$ cat src/rtl/sun_angle_pkg.sv
// Shared constants and carrier types for the sun-angle readout
package sun_angle_pkg;
    localparam int STAGE_COUNT = 8;
    localparam int ANGLE_BITS = 7;
    localparam int MARKER_POS = 7;
    localparam int FIRST_ANGLE_POS = 0;
    localparam logic [7:0] STAGES_RESET = 8'h00;
    localparam int CLK_HZ = 50000000;
    localparam int SHIFT_PERIOD_MS = 375;
    // Pulse period in clock cycles, rounded down
    localparam int SHIFT_PERIOD_CYCLES = (CLK_HZ / 1000) * SHIFT_PERIOD_MS;
    // Return-to-bias pulse width is half a shift period
    localparam int PULSE_HIGH_CYCLES = SHIFT_PERIOD_CYCLES / 2;
    localparam int FIFO_DEPTH = 8;
    // Sun angle at code zero and step, in tenths of a degree
    localparam int ANGLE_BASE_DECI = 265;
    localparam int ANGLE_STEP_DECI = 10;
    localparam int ANGLE_TOP_DECI = 1535;

    typedef struct packed {
        logic [6:0] gray;
        logic [6:0] binary;
    } angle_word_t;
endpackage

$ cat src/rtl/word_fifo.sv
// Small synchronous FIFO with valid/ready on both sides
module word_fifo #(
    parameter int WIDTH = 14,
    parameter int DEPTH = 8
) (
    // Clock and reset
    input wire logic clk,
    input wire logic resetn,
    // Fill side
    input wire logic [WIDTH-1:0] in_data,
    input wire logic in_valid,
    output logic in_ready,
    // Drain side
    output logic [WIDTH-1:0] out_data,
    output logic out_valid,
    input wire logic out_ready
);
    localparam int AW = $clog2(DEPTH);

    if (DEPTH < 2 || (1 << AW) != DEPTH)
    begin
        $error("word_fifo depth must be a power of two");
    end

    logic [WIDTH-1:0] mem [DEPTH];
    logic [AW:0] wr_reg;
    logic [AW:0] rd_reg;
    logic do_wr;
    logic do_rd;

    assign in_ready = (wr_reg - rd_reg) != (AW+1)'(DEPTH);
    assign out_valid = wr_reg != rd_reg;
    assign out_data = mem[rd_reg[AW-1:0]];
    assign do_wr = in_valid && in_ready;
    assign do_rd = out_valid && out_ready;

    always_ff @(posedge clk)
    begin
        if (do_wr)
            mem[wr_reg[AW-1:0]] <= in_data;
    end

    always_ff @(posedge clk or negedge resetn)
    begin
        if (!resetn)
            wr_reg <= '0;
        else if (do_wr)
            wr_reg <= wr_reg + 1'b1;
    end

    always_ff @(posedge clk or negedge resetn)
    begin
        if (!resetn)
            rd_reg <= '0;
        else if (do_rd)
            rd_reg <= rd_reg + 1'b1;
    end
endmodule

$ cat src/rtl/sun_angle_gray_serializer.sv
// Sun-angle readout: trigger-edge load, 8-stage shift, return-to-bias output
// How it works
// (RULE_01) Reset clears all eight stages
// (RULE_02) Stages all clear keeps shift oscillator stopped; the code also keeps it running while word_reg holds unsent bits
// (RULE_03) Load only on trigger falling edge
// (RULE_04) Load sets marker and lit angle stages
// (RULE_05) Marker set starts the shift oscillator
// (RULE_06) First shift clears marker; 375 ms spacing
// (RULE_07) Output gates data with oscillator pulse
// (RULE_08) Eight shifts clear stages, stop oscillator
// (RULE_09) Idle until next trigger trailing edge
// (RULE_10) Seven angle bits are reflected Gray code
// (RULE_11) Eighth bit is always-one end marker
// (RULE_12) Command cell signal acts as trigger
// (RULE_13) Trigger during readout is ignored
// (RULE_14) Shift period from parameterised clock divider
module sun_angle_gray_serializer #(
    parameter int SHIFT_PERIOD_CYCLES = sun_angle_pkg::SHIFT_PERIOD_CYCLES,
    parameter int PULSE_HIGH_CYCLES = sun_angle_pkg::PULSE_HIGH_CYCLES,
    parameter int FIFO_DEPTH = sun_angle_pkg::FIFO_DEPTH
) (
    // Clock and reset
    input wire logic clk,
    input wire logic resetn,
    // Sensor inputs (asynchronous)
    input wire logic command_cell,
    input wire logic [6:0] angle_cells,
    // Telemetry output
    output logic telemetry_out,
    output logic readout_busy,
    // Captured angle words
    output logic [6:0] angle_gray,
    output logic [6:0] angle_binary,
    output logic angle_valid,
    input wire logic angle_ready,
    output logic capture_dropped
);
    localparam int PW = 32;

    // Elaboration checks on what the counters can serve
    if (SHIFT_PERIOD_CYCLES < 2)
    begin
        $error("shift period too short");
    end

    if (PULSE_HIGH_CYCLES < 1 || PULSE_HIGH_CYCLES >= SHIFT_PERIOD_CYCLES)
    begin
        $error("pulse width must be shorter than the shift period");
    end

    if (FIFO_DEPTH < 2)
    begin
        $error("capture FIFO too shallow");
    end

    typedef enum logic [2:0] {
        ST_IDLE = 3'b001,
        ST_WAIT = 3'b010,
        ST_SHIFT = 3'b100
    } state_t;

    // Gray to binary conversion, bit 0 is first (least significant) stage
    function automatic logic [6:0] gray_to_bin(input logic [6:0] g);
        logic [6:0] b;
        b = '0;
        b[6] = g[6];
        for (int i = 5; i >= 0; i--)
            b[i] = b[i+1] ^ g[i];
        return b;
    endfunction

    // True while any stage of a register still holds a one
    function automatic logic any_set(input logic [7:0] s);
        return s != sun_angle_pkg::STAGES_RESET;
    endfunction

    // True on the shift that carries the last bit out
    function automatic logic last_shift(input logic [3:0] cnt);
        return cnt == 4'(sun_angle_pkg::STAGE_COUNT - 1);
    endfunction

    // True while a readout is under way
    function automatic logic in_readout(input state_t s);
        return s != ST_IDLE;
    endfunction

    // Synchronisers
    logic cmd_meta_reg;
    logic cmd_sync_reg;
    logic cmd_prev_reg;
    logic [6:0] cells_meta_reg;
    logic [6:0] cells_sync_reg;

    always_ff @(posedge clk or negedge resetn)
    begin
        if (!resetn)
        begin
            cmd_meta_reg <= 1'b0;
            cmd_sync_reg <= 1'b0;
            cmd_prev_reg <= 1'b0;
        end
        else
        begin
            cmd_meta_reg <= command_cell;
            cmd_sync_reg <= cmd_meta_reg;
            cmd_prev_reg <= cmd_sync_reg;
        end
    end

    always_ff @(posedge clk or negedge resetn)
    begin
        if (!resetn)
        begin
            cells_meta_reg <= '0;
            cells_sync_reg <= '0;
        end
        else
        begin
            cells_meta_reg <= angle_cells;
            cells_sync_reg <= cells_meta_reg;
        end
    end

    logic trig_fall;
    assign trig_fall = cmd_prev_reg && !cmd_sync_reg; // RULE_03 RULE_12

    state_t state_reg;
    logic [7:0] stages_reg;
    logic [PW-1:0] div_reg;
    logic [3:0] shift_cnt_reg;
    logic [7:0] word_reg;
    logic [PW-1:0] pulse_cnt_reg;
    logic osc_run;
    logic shift_tick;
    logic load;

    // Oscillator runs while any stage or any unsent output bit is set,
    // so a word with few lit cells still gets all eight shifts
    assign osc_run = any_set(stages_reg) || any_set(word_reg); // RULE_02 RULE_05
    assign shift_tick = osc_run && (div_reg == PW'(SHIFT_PERIOD_CYCLES - 1)); // RULE_14
    assign load = trig_fall && (state_reg == ST_IDLE); // RULE_13 RULE_09

    always_ff @(posedge clk or negedge resetn)
    begin
        if (!resetn)
            state_reg <= ST_IDLE;
        else
        begin
            case (state_reg)
                ST_IDLE:
                begin
                    if (load)
                        state_reg <= ST_WAIT;
                end
                ST_WAIT:
                begin
                    if (shift_tick)
                        state_reg <= ST_SHIFT;
                end
                ST_SHIFT:
                begin
                    if (shift_tick && last_shift(shift_cnt_reg))
                        state_reg <= ST_IDLE; // RULE_08
                end
                default:
                    state_reg <= ST_IDLE;
            endcase
        end
    end

    // Oscillator divider; stopped and cleared while inhibited
    always_ff @(posedge clk or negedge resetn)
    begin
        if (!resetn)
            div_reg <= '0;
        else if (!osc_run || shift_tick)
            div_reg <= '0; // RULE_02
        else
            div_reg <= div_reg + 1'b1; // RULE_06 RULE_14
    end

    always_ff @(posedge clk or negedge resetn)
    begin
        if (!resetn)
            shift_cnt_reg <= '0;
        else if (load)
            shift_cnt_reg <= '0;
        else if (shift_tick)
            shift_cnt_reg <= shift_cnt_reg + 1'b1;
    end

    // Shift register: stage 0 is first_angle_stage, stage 7 marker_stage
    always_ff @(posedge clk or negedge resetn)
    begin
        if (!resetn)
            stages_reg <= sun_angle_pkg::STAGES_RESET; // RULE_01
        else if (load)
            stages_reg <= {1'b1, cells_sync_reg}; // RULE_04 RULE_11 RULE_10
        else if (shift_tick && state_reg == ST_WAIT)
            stages_reg <= {1'b0, stages_reg[6:0]}; // RULE_06
        else if (shift_tick && state_reg == ST_SHIFT)
        begin
            if (last_shift(shift_cnt_reg))
                stages_reg <= sun_angle_pkg::STAGES_RESET; // RULE_08
            else
                stages_reg <= {1'b0, stages_reg[7:1]};
        end
    end

    // Serial bit: first shift starts with the first angle stage, eighth is the marker
    logic serial_bit;
    always_ff @(posedge clk or negedge resetn)
    begin
        if (!resetn)
            word_reg <= '0;
        else if (load)
            word_reg <= {1'b1, cells_sync_reg}; // RULE_11
        else if (shift_tick && in_readout(state_reg))
            word_reg <= {1'b0, word_reg[7:1]};
    end
    assign serial_bit = word_reg[sun_angle_pkg::FIRST_ANGLE_POS];

    // Return-to-bias pulse: high for a fixed width after the shift of a one bit
    logic rb_active_reg;
    always_ff @(posedge clk or negedge resetn)
    begin
        if (!resetn)
            rb_active_reg <= 1'b0;
        else if (shift_tick)
            rb_active_reg <= serial_bit && in_readout(state_reg);
        else if (pulse_cnt_reg == PW'(PULSE_HIGH_CYCLES - 1))
            rb_active_reg <= 1'b0;
    end

    // Width counter of its own: the marker pulse outlasts the oscillator
    always_ff @(posedge clk or negedge resetn)
    begin
        if (!resetn)
            pulse_cnt_reg <= '0;
        else if (shift_tick || !rb_active_reg)
            pulse_cnt_reg <= '0;
        else
            pulse_cnt_reg <= pulse_cnt_reg + 1'b1;
    end

    always_ff @(posedge clk or negedge resetn)
    begin
        if (!resetn)
            telemetry_out <= 1'b0;
        else
            telemetry_out <= rb_active_reg; // RULE_07
    end

    always_ff @(posedge clk or negedge resetn)
    begin
        if (!resetn)
            readout_busy <= 1'b0;
        else
            readout_busy <= in_readout(state_reg) || load;
    end

    // Captured words go to a FIFO; a full FIFO drops the word and flags it
    sun_angle_pkg::angle_word_t cap_word;
    sun_angle_pkg::angle_word_t out_word;
    logic fifo_in_ready;
    logic fifo_out_valid;
    assign cap_word.gray = cells_sync_reg;
    assign cap_word.binary = gray_to_bin(cells_sync_reg); // RULE_10

    word_fifo #(
        .WIDTH($bits(sun_angle_pkg::angle_word_t)),
        .DEPTH(FIFO_DEPTH)
    ) u_fifo (
        .clk(clk),
        .resetn(resetn),
        .in_data(cap_word),
        .in_valid(load),
        .in_ready(fifo_in_ready),
        .out_data(out_word),
        .out_valid(fifo_out_valid),
        .out_ready(angle_ready && !angle_valid)
    );

    // Output register stage so every output comes from a flip-flop
    always_ff @(posedge clk or negedge resetn)
    begin
        if (!resetn)
        begin
            angle_valid <= 1'b0;
            angle_gray <= '0;
            angle_binary <= '0;
        end
        else if (!angle_valid && fifo_out_valid && angle_ready)
        begin
            angle_valid <= 1'b1;
            angle_gray <= out_word.gray;
            angle_binary <= out_word.binary;
        end
        else if (angle_valid && angle_ready)
            angle_valid <= 1'b0;
    end

    always_ff @(posedge clk or negedge resetn)
    begin
        if (!resetn)
            capture_dropped <= 1'b0;
        else
            capture_dropped <= load && !fifo_in_ready;
    end
endmodule

$ cat config.mk
export PLATFORM = sky130hd
export DESIGN_NAME = sun_angle_gray_serializer
export DESIGN_NICKNAME = d
export VERILOG_FILES = /design/src/rtl/sun_angle_pkg.sv /design/src/rtl/word_fifo.sv /design/src/rtl/sun_angle_gray_serializer.sv
export SDC_FILE = /design/constraint.sdc
export NUM_CORES = 1
export LEC_CHECK = 0
export BUFFER_PORTS_ARGS = -buffer_cell sky130_fd_sc_hd__buf_2
export CAP_MARGIN = 15
export CORE_MARGIN = 1
export CORE_UTILIZATION = 55
export CTS_CLUSTER_SIZE = 30
export DETAILED_ROUTE_END_ITERATION = 7
export GPL_TIMING_DRIVEN = 1
export HOLD_SLACK_MARGIN = 0.12
export PLACE_DENSITY = 0.73
export SLEW_MARGIN = 30
export SYNTH_ARGS = -nofsm -noshare
export SYNTH_HDL_FRONTEND = slang
export SYNTH_HIERARCHICAL = 1
export SYNTH_SLANG_ARGS = --single-unit
$ cat constraint.sdc
create_clock -name clk -period 6.3 [get_ports clk]
set_input_delay 0.315 -clock clk [delete_from_list [all_inputs] [get_ports clk]]
set_output_delay 0.315 -clock clk [all_outputs]
set_load 0.05 [all_outputs]
; After elaboration in Yosys (flattened, before gate mapping)
; Memories as Yosys holds them, arrays and structs flattened. A register that Yosys moved wholly into a read port is not among the register bits.
; Cells that the tools add are included.
[classes]
add_sub_neg = 6
eq_ne = 13
n_mux = 20
n_bitwise = 6
n_reduce_logical = 35
[op_table]
columns = operator, count
row1 = adder 32 x 1 -> 32 bit (second input constant), 2
row2 = two-way mux 32 bit, 2
row3 = two-way mux 8 bit, 5
row4 = == test 32 x 24 -> 1 bit (second input constant), 1
row5 = == test 32 x 25 -> 1 bit (second input constant), 1
row6 = nonzero test 8 bit, 2
row7 = logical AND 1 bit, 15
row8 = adder 4 x 1 -> 4 bit (second input constant), 3
row9 = nonzero test 2 bit, 5
row10 = two-way mux 3 bit, 3
row11 = one-hot mux 3 bit (3 select lines), 1
row12 = two-way mux 4 bit, 2
row13 = inequality test 2 bit (second input constant), 4
row14 = two-way mux 7 bit, 1
row15 = zero test 1 bit, 6
row16 = two-way mux 1 bit, 6
row17 = bitwise XOR 1 bit, 6
row18 = == test 4 x 3 -> 1 bit (second input constant), 1
row19 = logical OR 1 bit, 4
row20 = inequality test 4 bit, 1
row21 = inequality test 4 bit (second input constant), 1
row22 = subtractor 4 bit, 1
row23 = == test 3 x 1 -> 1 bit (second input constant), 1
row24 = == test 3 x 2 -> 1 bit (second input constant), 1
row25 = other kinds (5), 5
[word_totals]
ff_bits = 117
ramBits = 112
in_bits = 11
output_inout_bits = 18
word_cells = 100
memories = 1
[mem_list]
columns = memory, words, word_bits, rd, rd_ports_with_merged_regs, write_ports, line
row1 = u_fifo.mem, 8, 14, 1, 1, 1, word_fifo.sv:25  ; logic [WIDTH-1:0] mem [DEPTH];

; Depth between registers and ports, before layout
; Gate-level depths: netlist of the first run.
[depth]
depth_word = 7
ltp_mapped = 8
depth_no_buf = 7

; Hierarchy
; The synthesis of the first run kept the hierarchy.
[modules_own_cells]
columns = mod, instances, cells_per_inst, area_each_um2, seq_area_each_um2
row1 = sun_angle_gray_serializer, 1, 517, 5644.2, 3079.2
row2 = word_fifo, 1, 247, 4775.8, 3563.4

; Worst setup path before layout of the first run
; Ideal clock, no wire load.
[synth_path]
kind = flip-flop to flip-flop
from = reg state_reg[0]
to = mem u_fifo.mem[4][0], enable pin
setup_ps = 427
arrival_time_ps = 3317
required_time_ps = 5873
setup_slack_ps = 2556
path_stages_with_launch = 8
period_less_slack_ps = 3744
cell_sequence = dfstp_2 > or3b_1 > or2_1 > buf_2 > inv_2 > buf_4 > nand3_4 > nor4b_1
[synth_via]
elab_chain_len = 5
[synth_lines]
columns = item, line
row1 = from (decl), sun_angle_gray_serializer.sv:127  ; state_t state_reg;
row2 = from (signal assigned), sun_angle_gray_serializer.sv:146  ; state_reg <= ST_IDLE;
row3 = from (signal assigned), sun_angle_gray_serializer.sv:153  ; state_reg <= ST_WAIT;
row4 = from (signal assigned), sun_angle_gray_serializer.sv:158  ; state_reg <= ST_SHIFT;
row5 = == test 3 x 1 -> 1 bit, sun_angle_gray_serializer.sv:141  ; assign load = trig_fall && (state_reg == ST_IDLE);
row6 = logical AND 1 bit, sun_angle_gray_serializer.sv:141
row7 = via load, sun_angle_gray_serializer.sv:135  ; logic load;
row8 = logical AND 1 bit, word_fifo.sv:34  ; assign do_wr = in_valid && in_ready;
row9 = two-way mux 1 bit, word_fifo.sv:39  ; if (do_wr)
row10 = two-way mux 1 bit (not written as such), word_fifo.sv:40  ; mem[wr_reg[AW-1:0]] <= in_data;
row11 = to (decl), word_fifo.sv:25
; The timed path passes the listed nets, and every way through them passes these cells.

==> flow_results.org, run 1 <==
** Status
- The run finished with clean final reports.

** Cells and area
- The filler cells instantiated in the layout total 1,343.
- Excluding fillers, the count of instances in the completed layout stands at 1,055.
- Largest register FFs :: 112
- Post-layout nets :: 826
- Growth of design area from synthesis to finish :: 12.5%
- Once layout is done, the placed cells without fillers occupy 11,700 µm².
- Ratio of cells with drive above 1 in the final layout :: 0.177
- The repair_antennas step left the layout with diodes totalling 0.

** Timing
- Fin Hold WS :: 338 ps
- Timing would allow up to 0.307 GHz.
- The clock arrives with 10.9 ps of skew.
- Final Max Tran Viols :: 0
- Final number of setup-violating endpoints :: 0
- Number of endpoints with negative hold slack in the final report :: 0
- Slew Limit Headroom :: 0.482
- Final worst path period need :: 3260 ps
- For the pin with the worst max-slew slack, the measured transition is 774 ps.
- Tcrit/Tclk final :: 0.517
- Setup repair after global routing left no endpoint under its margin.
- Total negative slack :: 0 ps

** Clock tree
- Clock tree synthesis inserted a total of 25 buffers.
- After clock tree synthesis, the clock-pin slew on the worst setup and hold paths is 60 ps.
- TritonCTS built the clock tree.
- The clock passes through at most 3 buffers.
- In this run the number of H-tree levels came out at 1.
- The tree built by TritonCTS fans out to 243 sinks.
- The clock reaches the later pin of the worst-skew pair after 520 ps.
- CTS Root Buffer Type :: sky130_fd_sc_hd__clkbuf_16

** Logic synthesis
- The number of nets handed over by synthesis was 783.
- Of all cell types, the one taking the most synthesized area is sky130_fd_sc_hd__edfxtp_1.
- After technology mapping, the gate count stands at 764.
- Number of warnings reported in the yosys synthesis log :: 6
- Leading cell types by total area after synthesis :: sky130_fd_sc_hd__edfxtp_1 (32%), sky130_fd_sc_hd__dfrtp_1 (31%), sky130_fd_sc_hd__mux4_2 (6.1%), sky130_fd_sc_hd__xnor2_1 (3.4%), sky130_fd_sc_hd__nor2_1 (2.8%)
- Distinct cells, synth :: 63
- The mapped netlist covers 10,400 µm².
- Post-synth EDFFs :: 112
- Post-synthesis area per instance :: 13.6 µm²
- Post-synthesis async set-or-reset flop share :: 0.539
- Of the post-synthesis cell area, the dominant cell type holds 0.323.
- For this run, the register share of the synthesized area comes to 0.637.
- Most used flip-flop cell after synthesis :: sky130_fd_sc_hd__dfrtp_1
- Counting flops and latches in the post-synthesis netlist gives 243.

** Placed design
- Including well taps, the total number of placed cells is 999.
- The placed instances occupy a cell area of 10,800 µm².
- IO buf count :: 28
- Routability congestion estimate from global placement :: 0.832
- The wire-length estimate of the detail-placed layout is 12.8 mm.

** Floorplan
- Measured along the x axis, the die boundary spans 140 µm.
- For this design the top-level I/O count stands at 29.
- The die covers 19,500 µm².
- Core box area :: 18,300 µm²
- The die is 140 µm tall.
- For this configuration, the core starts out at a cell density of 0.570.
- Number of rows in the core area :: 49

** Global route
- For this run, global-route usage on met3 was measured as 0.0337.
- Global Route Usage Sum :: 0.216
- In the global route stage, met2 resource usage came out at 0.371.
- Total overflow reported by the global router :: 0
- Number of global-route vias before repair :: 6,362
- For met1 alone, demand over resource in global routing was 0.281.
- The first global-routing pass estimated 33.0 mm of wire.
- The number of antenna violations at the first check in global routing was 0.
- Maximum number of pins on one net before global-route repair :: 81
- Most Used Layer, Global Route :: met2

** Power and ir drop
- Total power :: 4.59 mW
- Dividing total power by cell area gives a power density of 392 nW/µm².
- Maximum resistive drop on vdd :: 0.244 mV
- In this run the static leakage power is 4.66 nW.

** Routing
- After detailed routing, the number of vias per cell comes to 5.91.
- Via count :: 6,236
- Number of antenna-violating nets in the routed design :: 0
- DRC violations left :: 0
- Dividing the detail-routed wire length by the instance count gives 19.1 µm.
- Detailed-route wire length :: 20.1 mm
- Iter 0 DRT Violations :: 492
- Length of the first detailed-routing pass in iterations :: 6

** Worst hold path
- The min-delay analysis places its worst path in the category in -> async.

** Flow run
- Across the run, the number of max-cap violations was 0.

** Setup path
- Endpoint required time on the critical path :: 6540 ps
- STA classifies the critical path startpoint as a flip-flop.
- Critical path peak fanout :: 20
- Data arrives at the worst endpoint at 3500 ps.
- By startpoint and endpoint, the worst setup path is classified as reg -> reg.
- Endpoint type of the worst setup path :: flip-flop
[cells by family after synthesis]
logic type | after synthesis | share of synthesized area
and+or+nand+nor | 292 | 0.150
DFF | 243 | 0.637
xor gates and xnor gates | 75 | 0.0666
AOI/OAI and AO/OA | 49 | 0.0316
muxes | 52 | 0.0859
adders and majority gates | 8 | 0.00961
buffers and inverters | 45 | 0.0192
[layout by cell type (no fill, tap or decap), drive strengths merged, types with 3 or more instances in the layout]
master,Yosys,routed
a21o,14,14
a21oi,15,15
a22o,5,5
and2,3,3
and3,15,15
and4,11,11
buf,21,35
clkbuf,8,33
clkinv,0,10
dfrtp,130,130
dlygate4sd3,0,10
edfxtp,112,112
ha,8,8
inv,16,17
mux2,16,16
mux2i,8,8
mux4,28,28
nand2,71,71
nand2b,3,3
nand3,28,28
nand4,26,26
nor2,78,78
nor3,14,14
nor4,16,16
nor4b,8,8
o21ai,8,8
or2,3,3
or3,6,6
xnor2,41,41
xor2,32,32
[layout make-up]
class / instances / area, µm² / area share
Sequential cell: 243 / 6650 / 0.567
Multi-Input combinational cell: 476 / 3630 / 0.310
Inverter: 16 / 60.1 / 0.00512
Timing Repair Buffer: 45 / 303 / 0.0258
Clock buffer: 33 / 686 / 0.0585
Tap cell: 229 / 287 / 0.0244
Clock inverter: 13 / 115 / 0.00982
[per-stage QoR]
| stage | setup WS, ps | util |
|---|---|---|
| 2_1_floorplan | 2560 | - |
| 3_3_place_gp | 2950 | 0.591 |
| 3_5_place_dp | 3050 | 0.592 |
| 4_1_cts | 2990 | 0.641 |
| 5_1_grt | 2800 | 0.642 |
| 6_report | 3040 | 0.642 |
[repair_timing]
action | in CTS | in global routing
setup buffers | 0 | 0
gates resized for setup | 0 | 0
hold buffers | 10 | 0
hold endpoints to repair | 60 | 0
[final timing paths]
kind	from	to	slack (ps)	cells past startpoint
min in group clk	cmd_meta_reg	cmd_sync_reg	350	0
worst max-delay path	cells_sync_reg[6]	u_fifo/mem[7][0]	3040	5
worst min register to register	cmd_meta_reg	cmd_sync_reg	350	0
worst min-delay path	resetn	angle_binary[6]	340	2
worst max register to register	cells_sync_reg[6]	u_fifo/mem[7][0]	3040	5
max in group asynchronous	resetn	div_reg[7]	4870	3
[layer usage]
metal  vias to the layer above  routed length, µm  share of wire
met5                         -                  0              0
met1                      3165               8500           0.42
met3                        50                806          0.040
li1                       2876                  -              -
met4                         0                673          0.033
met2                       145              10100           0.50
[worst max-delay path: stages, from the launching register on]
cell and delay (ps):
sky130_fd_sc_hd__dfrtp_1 770, sky130_fd_sc_hd__xor3_2 670, sky130_fd_sc_hd__xor2_2 360, sky130_fd_sc_hd__xnor2_1 150, sky130_fd_sc_hd__xnor2_1 530, sky130_fd_sc_hd__xor2_1 500
[Yosys cell counts, drive strengths merged (2+ instances only)]
master  count
a21o       14
a21oi      15
a22o        5
and2        3
and3       15
and4       11
buf        21
clkbuf      8
dfrtp     130
edfxtp    112
ha          8
inv        16
mux2       16
mux2i       8
mux4       28
nand2      71
nand2b      3
nand3      28
nand3b      2
nand4      26
nor2       78
nor3       14
nor4       16
nor4b       8
o21ai       8
o41ai       2
or2         3
or3         6
xnor2      41
xor2       32
[power by group]
part	switching [mW]	internal [mW]	total, mW	leakage [nW]
registers	0.210	1.86	2.07	2.70
logic	0.628	0.468	1.10	1.57
clock network	0.583	0.846	1.43	0.400
Note: power is estimated with default switching activity, not from simulation.
==> run 2, diff against run 1 <==
ABC_AREA = 1   (was default)
PLACE_DENSITY = 0.75   (was 0.73)
clock period = 2.9 ns   (was 6.3 ns; I/O delays follow)
==> run 2 against run 1 <==
Non-clock buffer count increased by 17; register-to-register slack got worse by 2300 ps; die area increased by 7.4%; fmax increased by 53%; setup slack got worse by 2300 ps; flip-flop and latch count unchanged; first-iteration DRC count increased by 41%; sequential power increased by 110%; area after synthesis increased by 7.6%; critical path type unchanged; critical endpoint is now u_fifo/mem[7][5]; largest cell class unchanged.
==> flow_results.org, run 2 <==
** Timing
- Worst-case clock skew :: 14.1 ps (+3.22 ps)
- Final setup slack of the worst path :: 769 ps (-2270 ps)
- The final number of setup-violating endpoints is 0 (unchanged).
- The sum of negative setup slack came to 0 ps (unchanged).
- Final worst path period need :: 2130 ps (-1130 ps)
- Final Max Tran Viols :: 0 (unchanged)
- The worst hold slack is 253 ps (-85.5 ps).
- FMAX :: 0.469 GHz (+53%)
- The final-report hold violation count came to 0 (unchanged).
- Slew Limit Headroom :: 0.467 (-0.0152)
- Tcrit/Tclk final :: 0.735 (+0.218)
- Setup repair after global routing left no endpoint under its margin.
- Transition time at the pin with the least slew margin :: 799 ps (+25.4 ps)

** Routing
- Via count :: 8,345 (+34%)
- The number of antenna-violating nets in the routed design came to 0 (unchanged).
- The number of detailed-route iterations in the first pass came to 5 (-1).
- Routed wire length per instance :: 15.8 µm (-17%)
- Detailed-route wire length :: 24.2 mm (+20%)
- The first-iteration detailed-routing DRC count came to 692 (+41%).
- The average via count per standard cell was 5.43 (-8.1%).
- The post-route DRC violation count is 0 (unchanged).

** Power and ir drop
- The peak ir drop on the vdd network came to 0.568 mV (+130%).
- The power density relative to cell area was 857 nW/µm² (+120%).
- Internal power summed over all cells :: 7.16 mW (+130%)
- Proportion of power drawn by combinational gates :: 0.282 (+0.044)
- The static leakage power was 5.18 nW (+11%).
- The fraction of power consumed by the clock network came to 0.320 (+0.009).
- Switching share of power :: 0.341 (+0.0317)
- The sequential share of power was 0.398 (-0.053).
- Net switching power :: 3.71 mW (+160%)

** Global route
- Maximum number of pins on one net before global-route repair :: 85 (+4.9%)
- First-pass GRT wire length :: 39.5 mm (+20%)
- Total overflow reported by the global router :: 0 (unchanged)
- Antenna violations before repair :: 0 (unchanged)
- Number of global-route vias before repair :: 7,852 (+23%)
- The total routing usage reported by global routing was 0.242 (+0.0253).

** Clock tree
- CTS tree :: done
- The clock-pin slew on the worst setup and hold paths came to 60 ps (about the same).
- The number of buffers created by CTS was 25 (unchanged).
- The number of buffers between clock root and the deepest sink came to 3 (unchanged).
- CTS Root Buffer Type :: sky130_fd_sc_hd__clkbuf_16
- The later-pin clock latency in the skew report was 530 ps (about the same).
- Clock sink count :: 243 (unchanged)
- The number of buffers inserted to repair setup after CTS came to 0 (unchanged).
- The number of cells upsized or downsized after cts is 0 (unchanged).
- H-tree levels :: 1 (unchanged)

** Logic synthesis
- Syn Inst Count :: 1,197 (+57%)
- The summed instance area of the synthesized netlist was 11,200 µm² (+7.6%).
- By instance count, the leading cell after synthesis is sky130_fd_sc_hd__nand2_1.
- Portion of synthesized cell area occupied by the leading cell type :: 0.300 (-0.0227)
- Ranked by total cell area, the synthesized netlist is headed by sky130_fd_sc_hd__edfxtp_1 (30%), sky130_fd_sc_hd__dfrtp_1 (29%), sky130_fd_sc_hd__nand2_1 (9.1%), sky130_fd_sc_hd__nor2_1 (7.3%), sky130_fd_sc_hd__nand3_1 (3.3%).
- Most used flip-flop cell after synthesis :: sky130_fd_sc_hd__dfrtp_1
- Leading area contributor after synthesis :: sky130_fd_sc_hd__edfxtp_1
- Post-synth EDFFs :: 112 (unchanged)
- Number of warnings reported in the yosys synthesis log :: 6 (unchanged)
- Net count after synthesis :: 1,216 (+55%)
- The part of the Yosys area used for sequential elements is 0.593 (-0.0448).
- The number of distinct library cells after synthesis came to 39 (-38%).
- Ranked by instance count, the synthesized netlist is headed by sky130_fd_sc_hd__nand2_1 (271), sky130_fd_sc_hd__nor2_1 (219), sky130_fd_sc_hd__dfrtp_1 (130), sky130_fd_sc_hd__edfxtp_1 (112), sky130_fd_sc_hd__inv_1 (93).
- Post-synthesis area per instance :: 9.36 µm² (-31%)
- The number of flip-flops and latches in the synthesized netlist was 243 (unchanged).
- The proportion of synthesized flip-flops having asynchronous set or reset was 0.539 (unchanged).

** Setup path
- Endpoint required time on the critical path :: 3050 ps (-3490 ps)
- RR Startpoint :: u_fifo/rd_reg[2]
- Endpoint type of the worst setup path :: flip-flop
- The setup slack of the most critical reg-to-reg path was 770 ps (-2270 ps).
- The length in cells of the worst reg-to-reg path is 8 (+3).
- Class of the most critical setup path :: reg -> reg
- Worst r2r dst :: u_fifo/mem[7][5]
- Crit path arrival time :: 2280 ps (-1220 ps)
- STA classifies the critical path startpoint as a flip-flop.
- Critical path peak fanout :: 16 (-20%)

** Cells and area
- Ratio of cells with drive above 1 in the final layout :: 0.103 (-0.0737)
- The number of diodes added for antenna fixing is 0 (unchanged).
- The number of flip-flops in the largest register came to 112 (unchanged).
- Growth of design area from synthesis to finish :: 13.2%
- Post-layout nets :: 1,271 (+54%)
- Final standard cell count with taps included and fillers excluded :: 1,536 (+46%)
- Top library cells by usage in the layout, fill and taps aside :: sky130_fd_sc_hd__nand2_1 (271), sky130_fd_sc_hd__nor2_1 (219), sky130_fd_sc_hd__dfrtp_1 (130)
- Most common library cell in the layout ignoring fill and taps :: sky130_fd_sc_hd__nand2_1

** Floorplan
- The horizontal extent of the die came to 145 µm (+3.7%).
- Number of rows in the core area :: 51 (+4.1%)
- The I/O pin count was 29 (unchanged).
- The core region area is 19,700 µm² (+7.9%).
- The initial cell density of the core came to 0.568 (-0.00196).
- The height of the die was 145 µm (+3.7%).
- The die footprint was 21,000 µm² (+7.4%).

** Placed design
- The number of input and output port buffers inserted came to 28 (unchanged).
- Worst Setup Slack post-DPL :: 764 ps (-2290 ps)
- Detailed placer's ending HPWL :: 16.2 mm (+26%)
- The number of cells after detailed placement came to 1,480 (+48%).
- The placer's final routability congestion estimate is 0.934 (+12%).

** Flow run
- The number of violations of the max-capacitance limit is 0 (unchanged).

** Worst hold path
- Worst hold path class :: in -> async

** Status
- The run finished with clean final reports.
[run 2: changes by cell type after synthesis, sizes merged, moves of 34 or more]
cell and delta:
inv +79, nand2 +207, nand3 +52, nor2 +143, o21ai +59, xnor2 -34
[run 2: timing repair]
item,CTS,global route
endpoints found under the setup margin,0,0
hold buffers,10,0
hold endpoints to repair,93,0
[run 2: layout make-up]
type,instances,area (µm²)
clock buffer,30,686
clock inverter,16,216
fill,1538,7040
inverter,96,360
multi-input combinational,824,4020
sequential,243,6640
tap,265,332
timing repair buffer,62,427
[run 2: power groups by stage]
stage | clock network, mW | logic (mW) | registers (mW)
after floorplan | 0 | 1.92 | 4.72
after global placement | 0 | 2.98 | 4.37
after detailed placement | 0 | 3.04 | 4.39
after CTS | 3.54 | 3.08 | 4.32
after global routing | 3.67 | 3.41 | 4.38
final | 3.48 | 3.07 | 4.32
[run 2: worst max-delay path, stage by stage, from the launching register on]
cell                       delay [ps]
sky130_fd_sc_hd__dfrtp_1          320
sky130_fd_sc_hd__buf_4            210
sky130_fd_sc_hd__clkinv_1         120
sky130_fd_sc_hd__ha_1             330
sky130_fd_sc_hd__inv_1             70
sky130_fd_sc_hd__nand2_1           80
sky130_fd_sc_hd__nand3_4          110
sky130_fd_sc_hd__nand2_1           90
sky130_fd_sc_hd__inv_1            440
[run 2: worst max path at each step]
stage / startpoint / endpoint / slack, ps / cells past startpoint
2_1_floorplan: u_fifo/rd_reg[2] / u_fifo/mem[2][0] / 450 / 9
3_3_place_gp: u_fifo/rd_reg[2] / u_fifo/mem[7][8] / 840 / 8
3_5_place_dp: u_fifo/rd_reg[2] / u_fifo/mem[7][7] / 760 / 8
4_1_cts: u_fifo/rd_reg[2] / u_fifo/mem[7][5] / 750 / 8
5_1_grt: u_fifo/wr_reg[0] / u_fifo/mem[7][5] / 570 / 11
6_report: u_fifo/rd_reg[2] / u_fifo/mem[7][5] / 770 / 8
[run 2: kinds of logic (layout without fill, tap and decap cells)]
group	after synthesis	in the layout	synth area share
simple gates	657	657	0.252
flops	243	243	0.593
mux	14	14	0.0141
compound gates	101	101	0.0488
fa+ha+maj	8	8	0.00893
xor+xnor	44	44	0.0344
buf+inv	130	204	0.0488
[run 2: per-layer routing]
layer | track usage | share of wire
met1 | 0.331 | 0.44
met2 | 0.407 | 0.48
met3 | 0.0313 | 0.059
met4 | 0.0643 | 0.019
met5 | 0 | 0
[run 2: per-stage QoR]
step                      cell area [µm²]  power, mW  utilization
after floorplan                     11200       6.64            -
after global placement              11700       7.35        0.592
after detailed placement            11700       7.43        0.592
after CTS                           12700       10.9        0.643
after global routing                12700       11.5        0.643
final                               12700       10.9        0.643
